### config.mk
export PLATFORM = sky130hd
export DESIGN_NAME = core_interrupt_control
export DESIGN_NICKNAME = d
export VERILOG_FILES = /design/src/include/irq_ctrl_pkg.sv /design/src/include/edge_evt_if.sv /design/src/rtl/core_interrupt_control.sv /design/src/rtl/event_sync.sv
export SDC_FILE = /design/constraint.sdc
export NUM_CORES = 1
export LEC_CHECK = 0
export BUFFER_PORTS_ARGS = -buffer_cell sky130_fd_sc_hd__buf_2
export CELL_PAD_IN_SITES_DETAIL_PLACEMENT = 2
export CELL_PAD_IN_SITES_GLOBAL_PLACEMENT = 2
export CORE_UTILIZATION = 32
export DETAILED_ROUTE_END_ITERATION = 6
export GPL_TIMING_DRIVEN = 0
export PLACE_DENSITY_LB_ADDON = 0.1
export SKIP_CTS_REPAIR_TIMING = 1
export SYNTH_ARGS = -nofsm -noshare
export SYNTH_HDL_FRONTEND = slang
export SYNTH_SLANG_ARGS = --single-unit
export TNS_END_PERCENT = 20
### constraint.sdc
create_clock -name CLK_SYS -period 2.6 [get_ports CLK_SYS]
set_input_delay 0 -clock CLK_SYS [delete_from_list [all_inputs] [get_ports CLK_SYS]]
set_output_delay 0 -clock CLK_SYS [all_outputs]
set_load 0.01 [all_outputs]
### src/include/irq_ctrl_pkg.sv
/*
  Shared constants of the core interrupt control block: register offsets,
  field positions, reset values and AXI4-Lite answer codes.
  Assumes a 32-bit AXI4-Lite register bus with byte addresses.
*/
`default_nettype none

package irq_ctrl_pkg;

  // Byte offsets of the registers.
  localparam logic [7:0] OFS_INT_CTRL = 8'h00;
  localparam logic [7:0] OFS_PWM_EN = 8'h04;
  localparam logic [7:0] OFS_PIN_FLAGS = 8'h08;
  localparam logic [7:0] OFS_PWM_STAT = 8'h0c;

  // Field positions of the interrupt control register.
  localparam int BIT_GIE = 7;
  localparam int BIT_PERIPHERAL_IRQ_ENABLE = 6;
  localparam int BIT_T0_EN = 5;
  localparam int BIT_EXT_EN = 4;
  localparam int BIT_PC_EN = 3;
  localparam int BIT_T0_FLAG = 2;
  localparam int BIT_EXT_FLAG = 1;
  localparam int BIT_PC_SUM = 0;

  // Field positions shared by the PWM enable and PWM status registers.
  localparam int BIT_PWM2_TB = 5;
  localparam int BIT_PWM1_TB = 4;
  localparam int BIT_PWM2_SD = 1;
  localparam int BIT_PWM1_SD = 0;
  localparam logic [7:0] PWM_IMPL_MASK = 8'h33;

  // Values after reset.
  localparam logic [7:0] RST_INT_CTRL = 8'h00;
  localparam logic [7:0] RST_PWM_EN = 8'h00;
  localparam logic [7:0] RST_PIN_FLAGS = 8'h00;
  localparam logic [7:0] RST_PWM_STAT = 8'h00;

  // AXI4-Lite answer codes.
  localparam logic [1:0] RESP_OKAY = 2'h0;
  localparam logic [1:0] RESP_SLVERR = 2'h2;

endpackage

`default_nettype wire

### src/include/edge_evt_if.sv
/*
  Carrier between the input synchroniser and the interrupt control logic.
  Holds one-cycle rise and change pulses, one bit per synchronised input.
*/
`default_nettype none

interface edge_evt_if #(parameter int W = 9);
  logic [W-1:0] rise;
  logic [W-1:0] change;
  modport src (output rise, output change);
  modport dst (input rise, input change);
endinterface

`default_nettype wire

### src/rtl/core_interrupt_control.sv
/*
  Core interrupt control: enables, sticky flags and the CPU request, with an
  AXI4-Lite slave for the registers.
  Assumes timer0 and PWM events are one-cycle pulses on CLK_SYS, while the
  external pin and the pin-change pins are asynchronous.
*/
`default_nettype none

module core_interrupt_control #(
  parameter int PINS = 8
) (
  input wire logic CLK_SYS,
  input wire logic RST,
  input wire logic [7:0] AWADDR,
  input wire logic AWVALID,
  output logic AWREADY,
  input wire logic [31:0] WDATA,
  input wire logic [3:0] WSTRB,
  input wire logic WVALID,
  output logic WREADY,
  output logic [1:0] BRESP,
  output logic BVALID,
  input wire logic BREADY,
  input wire logic [7:0] ARADDR,
  input wire logic ARVALID,
  output logic ARREADY,
  output logic [31:0] RDATA,
  output logic [1:0] RRESP,
  output logic RVALID,
  input wire logic RREADY,
  input wire logic EXT_PIN,
  input wire logic [PINS-1:0] PIN_CHANGE_PINS,
  input wire logic TIMER0_WRAP,
  input wire logic PWM1_TIMEBASE,
  input wire logic PWM2_TIMEBASE,
  input wire logic PWM1_SHUTDOWN,
  input wire logic PWM2_SHUTDOWN,
  output logic CPU_IRQ
);
  import irq_ctrl_pkg::*;

  logic aw_hold_ff, w_hold_ff, bvalid_ff, rvalid_ff, irq_ff;
  logic [7:0] aw_addr_ff;
  logic [7:0] w_data_ff;
  logic w_lane_ff;
  logic [1:0] bresp_ff, rresp_ff;
  logic [31:0] rdata_ff;
  logic [4:0] ctrl_en_ff;
  logic t0_flag_ff, ext_flag_ff;
  logic [PINS-1:0] pin_flags_ff;
  logic [7:0] pwm_en_ff, pwm_stat_ff;

  // Pins pass two flops before any edge logic looks at them.
  edge_evt_if #(.W(PINS + 1)) evt ();
  event_sync #(.W(PINS + 1)) u_sync (
    .clk(CLK_SYS),
    .rst(RST),
    .din({EXT_PIN, PIN_CHANGE_PINS}),
    .evt(evt)
  );

  wire ext_rise = evt.rise[PINS];
  wire [PINS-1:0] pin_change = evt.change[PINS-1:0];

  // Write side: address and data are caught separately, in either order.
  wire aw_take = AWVALID & AWREADY;
  wire w_take = WVALID & WREADY;
  wire wr_do = aw_hold_ff & w_hold_ff & ~bvalid_ff;
  wire [7:0] wr_word = {aw_addr_ff[7:2], 2'h0};
  wire wr_ctrl = wr_do & w_lane_ff & (wr_word == OFS_INT_CTRL);
  wire wr_pwm_en = wr_do & w_lane_ff & (wr_word == OFS_PWM_EN);
  wire wr_pins = wr_do & w_lane_ff & (wr_word == OFS_PIN_FLAGS);
  wire wr_pwm_st = wr_do & w_lane_ff & (wr_word == OFS_PWM_STAT);
  wire wr_mapped = (wr_word == OFS_INT_CTRL) | (wr_word == OFS_PWM_EN) |
                   (wr_word == OFS_PIN_FLAGS) | (wr_word == OFS_PWM_STAT);

  assign AWREADY = ~aw_hold_ff & ~bvalid_ff;
  assign WREADY = ~w_hold_ff & ~bvalid_ff;
  assign BVALID = bvalid_ff;
  assign BRESP = bresp_ff;

  // A new write is held off until the previous answer has been taken.
  always_ff @(posedge CLK_SYS or posedge RST)
  begin
    if (RST)
    begin
      aw_hold_ff <= 1'b0;
      w_hold_ff <= 1'b0;
      aw_addr_ff <= 8'h00;
      w_data_ff <= 8'h00;
      w_lane_ff <= 1'b0;
      bvalid_ff <= 1'b0;
      bresp_ff <= RESP_OKAY;
    end
    else
    begin
      if (aw_take)
      begin
        aw_hold_ff <= 1'b1;
        aw_addr_ff <= AWADDR;
      end
      else if (wr_do)
        aw_hold_ff <= 1'b0;
      if (w_take)
      begin
        w_hold_ff <= 1'b1;
        w_data_ff <= WDATA[7:0];
        w_lane_ff <= WSTRB[0];
      end
      else if (wr_do)
        w_hold_ff <= 1'b0;
      if (wr_do)
      begin
        bvalid_ff <= 1'b1;
        bresp_ff <= wr_mapped ? RESP_OKAY : RESP_SLVERR;
      end
      else if (BREADY)
        bvalid_ff <= 1'b0;
    end
  end

  // The summary flag has no storage of its own, so software cannot write it.
  wire pc_summary = |pin_flags_ff;
  wire [7:0] ctrl_view = {ctrl_en_ff, t0_flag_ff, ext_flag_ff, pc_summary};
  wire [7:0] pwm_evt = {2'h0, PWM2_TIMEBASE, PWM1_TIMEBASE, 2'h0, PWM2_SHUTDOWN, PWM1_SHUTDOWN};

  // Flag next values: an event in the clearing cycle wins over the clear.
  wire nxt_t0_flag = TIMER0_WRAP | (wr_ctrl ? w_data_ff[BIT_T0_FLAG] : t0_flag_ff);
  wire nxt_ext_flag = ext_rise | (wr_ctrl ? w_data_ff[BIT_EXT_FLAG] : ext_flag_ff);
  wire [PINS-1:0] pin_clr = wr_pins ? w_data_ff[PINS-1:0] : '0;
  wire [PINS-1:0] nxt_pin_flags = pin_change | (pin_flags_ff & ~pin_clr);
  wire [7:0] pwm_clr = wr_pwm_st ? w_data_ff : 8'h00;
  wire [7:0] nxt_pwm_stat = (pwm_evt | (pwm_stat_ff & ~pwm_clr)) & PWM_IMPL_MASK;

  // Request logic; peripheral sources pass only under the peripheral enable.
  wire core_req = (t0_flag_ff & ctrl_en_ff[BIT_T0_EN - 3]) |
                  (ext_flag_ff & ctrl_en_ff[BIT_EXT_EN - 3]) |
                  (pc_summary & ctrl_en_ff[BIT_PC_EN - 3]);
  wire periph_req = |(pwm_stat_ff & pwm_en_ff);
  wire nxt_irq = ctrl_en_ff[BIT_GIE - 3] &
                 (core_req | (ctrl_en_ff[BIT_PERIPHERAL_IRQ_ENABLE - 3] & periph_req));

  // Register state; writes use byte lane 0 only, as all registers are 8 bits.
  always_ff @(posedge CLK_SYS or posedge RST)
  begin
    if (RST)
    begin
      ctrl_en_ff <= RST_INT_CTRL[7:3];
      t0_flag_ff <= RST_INT_CTRL[BIT_T0_FLAG];
      ext_flag_ff <= RST_INT_CTRL[BIT_EXT_FLAG];
      pin_flags_ff <= RST_PIN_FLAGS[PINS-1:0];
      pwm_en_ff <= RST_PWM_EN;
      pwm_stat_ff <= RST_PWM_STAT;
      irq_ff <= 1'b0;
    end
    else
    begin
      if (wr_ctrl)
        ctrl_en_ff <= w_data_ff[7:3];
      if (wr_pwm_en)
        pwm_en_ff <= w_data_ff & PWM_IMPL_MASK;
      t0_flag_ff <= nxt_t0_flag;
      ext_flag_ff <= nxt_ext_flag;
      pin_flags_ff <= nxt_pin_flags;
      pwm_stat_ff <= nxt_pwm_stat;
      irq_ff <= nxt_irq;
    end
  end

  assign CPU_IRQ = irq_ff;

  // Read side: one answer in flight; unmapped words read zero with SLVERR.
  wire ar_take = ARVALID & ARREADY;
  wire [7:0] rd_word = {ARADDR[7:2], 2'h0};
  wire rd_ctrl = rd_word == OFS_INT_CTRL;
  wire rd_pwm_en = rd_word == OFS_PWM_EN;
  wire rd_pins = rd_word == OFS_PIN_FLAGS;
  wire rd_pwm_st = rd_word == OFS_PWM_STAT;
  wire rd_mapped = rd_ctrl | rd_pwm_en | rd_pins | rd_pwm_st;
  wire [7:0] rd_byte = ({8{rd_ctrl}} & ctrl_view) | ({8{rd_pwm_en}} & pwm_en_ff) |
                       ({8{rd_pins}} & 8'(pin_flags_ff)) | ({8{rd_pwm_st}} & pwm_stat_ff);

  assign ARREADY = ~rvalid_ff;
  assign RVALID = rvalid_ff;
  assign RDATA = rdata_ff;
  assign RRESP = rresp_ff;

  always_ff @(posedge CLK_SYS or posedge RST)
  begin
    if (RST)
    begin
      rvalid_ff <= 1'b0;
      rdata_ff <= 32'h0000_0000;
      rresp_ff <= RESP_OKAY;
    end
    else if (ar_take)
    begin
      rvalid_ff <= 1'b1;
      rdata_ff <= {24'h00_0000, rd_byte};
      rresp_ff <= rd_mapped ? RESP_OKAY : RESP_SLVERR;
    end
    else if (RREADY)
      rvalid_ff <= 1'b0;
  end
endmodule

`default_nettype wire

### src/rtl/event_sync.sv
/*
  Two-flop synchroniser with an edge detector for a group of pins.
  Assumes the pins are asynchronous to clk; pulses last one clock.
*/
`default_nettype none

module event_sync #(
  parameter int W = 9
) (
  input wire logic clk,
  input wire logic rst,
  input wire logic [W-1:0] din,
  edge_evt_if.src evt
);
  logic [W-1:0] meta_ff;
  logic [W-1:0] sync_ff;
  logic [W-1:0] last_ff;
  logic [2:0] arm_ff;

  // The first stage feeds only the second; edges are taken after it.
  always_ff @(posedge clk or posedge rst)
  begin
    if (rst)
    begin
      meta_ff <= '0;
      sync_ff <= '0;
      last_ff <= '0;
      arm_ff <= '0;
    end
    else
    begin
      meta_ff <= din;
      sync_ff <= meta_ff;
      last_ff <= sync_ff;
      arm_ff <= {arm_ff[1:0], 1'b1};
    end
  end

  // Rise and any-edge pulses, held off until the pipe holds real pin samples.
  // Without this, a pin held high through reset would look like a fresh edge.
  // Limitation: a genuine edge in the first cycle after reset is lost.
  assign evt.rise = sync_ff & ~last_ff & {W{arm_ff[2]}};
  assign evt.change = (sync_ff ^ last_ff) & {W{arm_ff[2]}};

endmodule

`default_nettype wire

==> flow_results.org <==
** Critical path
- STA classifies the critical path startpoint as a flop.
- Measured in cells, the most critical reg-to-reg path has a length of 3.
- Master of the slowest instance on the critical path :: sky130_fd_sc_hd__nor4_4
- Data required time at the worst endpoint :: 2.84 ns
- Startpoint of the most critical register-to-register path :: aw_addr_ff[4]$_DFFE_PP0P_
- Critical path class :: reg2reg
- STA puts the critical path data arrival time at 2.16 ns.
- Tracing the worst setup path back leads to its startpoint at aw_addr_ff[4]$_DFFE_PP0P_.
- On the critical path the largest part of the delay comes from simple AND/OR/NAND/NOR gates.
- The worst register-to-register path ends at pin_flags_ff[3]$_DFF_PP0_.
- Crit path to :: pin_flags_ff[3]$_DFF_PP0_
- Slowest stage delay, CP :: 0.54 ns
- Worst-path fanout max :: 8
- The worst register-to-register path has a setup slack of 0.68 ns.
- The critical path contains buffers and inverters numbering 0 combined.
- STA classifies the critical path endpoint as a flop.
- Walking the worst path, the cells encountered are nor4_4 > nand4b_2 > a221o_1.
- Worst path depth :: 3

** Timing
- At the pin with the least slew margin, the transition time is 0.557 ns.
- Measured against its own limit, the worst slew margin works out to 62.9%.
- Worst hold slack :: -0.0127 ns
- Sum of negative setup slack :: 0 ns
- RSZ-0062 raised after global routing :: false
- The count of endpoints failing hold in the final timing report is 1.
- Slew Viols, Final :: 0
- Clock skew :: 0.00784 ns
- After layout, the worst path uses 73.8% of the clock period.
- Subtracting the final worst setup slack from the clock period gives 1.92 ns.
- Setup violations remaining at the end of the flow were counted as 0.
- Based on the critical path, the design can be clocked at up to 0.521 GHz.
- Final worst-path setup slack :: 0.682 ns

** Clock network
- The H-tree was split into 3 levels.
- TritonCTS built the clock tree.
- Clock-pin slew on the worst setup and hold paths :: 0.09 ns
- The clock passes through at most 2 buffers.
- Clock latency on the worst-skew pair, taken at its later pin, is 0.36 ns.
- Clock buffer count from CTS :: 9
- Number of sinks handled by clock tree synthesis :: 83
- In this run the clock root is driven by a sky130_fd_sc_hd__clkbuf_8.

** Place
- GP Congestion :: 0.681
- Place WS :: 0.670 ns
- The count of buffers added on input and output ports is 56.
- Half-perimeter wire length after detailed placement :: 5180 um

** Layout
- Cells with a size suffix above 1 make up 34.7% of the layout.
- Number of nets at the end of the flow :: 446
- Area Growth Syn to Fin :: 32.6%
- For this run, the share of the core covered by cells in the final layout is 44.6%.
- 0 antenna diodes ended up in the layout.

** Floorplan
- 115 I/O pins were placed.
- The die covers 10900 um2.
- Initial cell density of the core :: 33.7%
- The floorplan has 36 rows.
- Die boundary height :: 104 um
- The floorplan step set the die width to 104 um.
- The region available for standard cell placement spans 9950 um2.

** Synth
- Summing the areas of all xor and xnor instances in the mapped netlist gives 2.09% of the synthesized area.
- The most used flip-flop cell after synthesis is sky130_fd_sc_hd__dfrtp_1.
- Post-synthesis simple-gate area fraction :: 9.22%
- Seq/Total Area, Yosys :: 62.0%
- A synthesized cell averages 13.6 um2.
- Synth Warn # :: 0
- In this run the cell area of the synthesized design comes to 3350 um2.
- Of the total synthesized cell area, the portion taken by full adders, half adders and majority gates is 0%.
- Yosys mapped a number of flops with a built-in enable equal to 0.
- Count of different cell masters after synthesis :: 38
- Measured against the total synthesized area, the mux share comes to 12.2%.
- By area, the combinational part of the netlist is dominated by multiplexers.
- Counting every instance in the synthesized netlist gives 246.
- Counting flops with an async set or reset pin after synthesis yields a share of 100%.
- Synthesis inferred 83 register bits.
- Complex-gate fraction of the synthesized area :: 7.13%

** Power and ir drop
- Static Leak :: 2.08 nW
- Worst VDD drop :: 0.000280 V
- Power density of the placed cells :: 745 nW/um2

** Global route
- Antenna violations before repair :: 0
- Global routing used 14.3% of the available tracks across all layers.
- The via count of the first global-routing pass came to 2352.
- Entering global routing, the biggest net connects 47 pins.
- The first global-routing pass estimated 11900 um of wire.
- For this run the aggregate overflow at the end of global routing stands at 0.

** Routing
- DRC :: 0
- Final routed wire length divided by cell count :: 14.8 um
- The first routing iteration left 59 violations.
- First-pass iteration count of the detailed router :: 4
- The count of nets left with antenna violations once routing finished came out at 0.
- Wire length after detailed routing :: 7540 um
- The routed layout has 2286 vias.
- Via-per-instance ratio :: 4.47

** Outcome
- Run status :: finished with violations
- The final reports fail on negative hold slack.

** Worst hold path
- In this run the worst hold path is classified as in2reg.

** Flow run
- Max Cap Violations :: 0
==> Yosys cell counts, types with 2 or more instances <==
cell type	instances	area, um2
sky130_fd_sc_hd__conb_1	2	7.51
sky130_fd_sc_hd__dfrtp_1	83	2080
sky130_fd_sc_hd__xor2_1	8	70.1
sky130_fd_sc_hd__nor2b_1	9	56.3
sky130_fd_sc_hd__a21oi_1	3	15.0
sky130_fd_sc_hd__buf_2	2	10.0
sky130_fd_sc_hd__nand3_1	4	20.0
sky130_fd_sc_hd__and3_1	4	25.0
sky130_fd_sc_hd__buf_4	26	195
sky130_fd_sc_hd__o21ai_0	7	35.0
sky130_fd_sc_hd__a21o_1	4	30.0
sky130_fd_sc_hd__mux4_2	3	67.6
sky130_fd_sc_hd__mux2_2	25	282
sky130_fd_sc_hd__nor2_1	12	45.0
sky130_fd_sc_hd__or4_1	2	15.0
sky130_fd_sc_hd__nand2_1	5	18.8
sky130_fd_sc_hd__a22o_1	5	43.8
sky130_fd_sc_hd__and2_1	2	12.5
sky130_fd_sc_hd__clkbuf_1	4	15.0
sky130_fd_sc_hd__inv_1	5	18.8
sky130_fd_sc_hd__and3b_1	2	17.5
sky130_fd_sc_hd__a221o_1	8	80.1
sky130_fd_sc_hd__mux2i_1	6	60.1
==> per-stage QoR <==
stage / instances / hold slack, ns / power, W / instance area (um2)
floorplan: 271 / 0.0314 / 0.00219 / 3440
global placement: 460 / 0.108 / 0.00241 / 3890
detailed placement: 461 / 0.0779 / 0.00245 / 3920
CTS: 477 / -0.321 / 0.00333 / 4100
global route: 511 / 0.000961 / 0.00352 / 4440
finish: 511 / -0.0127 / 0.00331 / 4440
==> flip-flops by register name (all words and copies together), names as in the netlist <==
register / cells
aw_addr_ff: 6
pwm_stat_ff: 4
u_sync.last_ff: 9
pwm_en_ff: 4
w_data_ff: 8
t0_flag_ff: 1
ext_flag_ff: 1
u_sync.arm_ff: 3
RRESP: 1
BVALID: 1
u_sync.meta_ff: 9
aw_hold_ff: 1
CPU_IRQ: 1
ctrl_en_ff: 5
BRESP: 1
RDATA: 8
w_hold_ff: 1
w_lane_ff: 1
RVALID: 1
u_sync.sync_ff: 9
pin_flags_ff: 8
==> power breakdown <==
part | switching, W | internal, W | total (W)
registers | 0.000226 | 0.00151 | 0.00174
clock network | 0.000470 | 0.000400 | 0.000870
logic | 0.000304 | 0.000401 | 0.000705
==> per-layer routing <==
metal	routed length (um)	global-route usage, %	share of wire (%)
met5	0	0	0
met4	144	7.04	1.9
met3	349	3.13	4.6
met2	3730	23.2	49
met1	3320	18.0	44
==> area by class of cell <==
type / count / area, um2
multi-input combinational: 151 / 1130
tap: 133 / 166
inverter: 5 / 21.3
fill: 1018 / 5510
clock buffer: 13 / 159
timing repair buffer: 91 / 648
sequential: 83 / 2080
buffer: 32 / 220
clock inverter: 3 / 22.5
==> logic make-up after synthesis <==
group           after synthesis
flops                        83
compound gates               32
xor+xnor                      8
buf+inv                      37
other cells                   2
mux                          34
simple gates                 50
==> worst min-delay path by stage <==
| stage | from | to | slack (ns) | cells past startpoint |
|---|---|---|---|---|
| 3_3_place_gp | PIN_CHANGE_PINS[1] | u_sync.meta_ff[1]$_DFF_PP0_ | 0.11 | 1 |
| 2_1_floorplan | PIN_CHANGE_PINS[0] | u_sync.meta_ff[0]$_DFF_PP0_ | 0.03 | 0 |
| 5_1_grt | ARADDR[2] | RDATA[0]$_DFFE_PP0P_ | 0.001 | 3 |
| 6_report | ARADDR[2] | RDATA[0]$_DFFE_PP0P_ | -0.01 | 3 |
| 4_1_cts | RST | RDATA[6]$_DFFE_PP0P_ | -0.32 | 2 |
| 3_5_place_dp | RST | RDATA[6]$_DFFE_PP0P_ | 0.08 | 2 |
==> placed cells by master, fill, tap and decap left out, drive strengths merged, types with 2 or more instances in the layout <==
master / synthesis / routed
buf: 28 / 85
a21oi: 3 / 3
mux4: 3 / 3
conb: 2 / 27
or4: 2 / 2
a22o: 5 / 5
nor2b: 9 / 9
and3b: 2 / 2
mux2: 25 / 25
mux2i: 6 / 6
a221o: 8 / 8
and2: 2 / 2
dfrtp: 83 / 83
a21o: 4 / 4
dlygate4sd3: 0 / 34
and3: 4 / 4
nand3: 5 / 5
nor2: 12 / 12
o21ai: 7 / 7
nor4: 2 / 2
xor2: 8 / 8
clkinvlp: 0 / 3
clkbuf: 4 / 17
nand4b: 2 / 2
inv: 5 / 5
nand2: 5 / 5
==> tightest hold or removal path: stages <==
cell,delay [ns]
sky130_fd_sc_hd__buf_2,0.14
sky130_fd_sc_hd__nand4_1,0.07
sky130_fd_sc_hd__o211ai_1,0.09
Power figures use the tool's default switching activity.
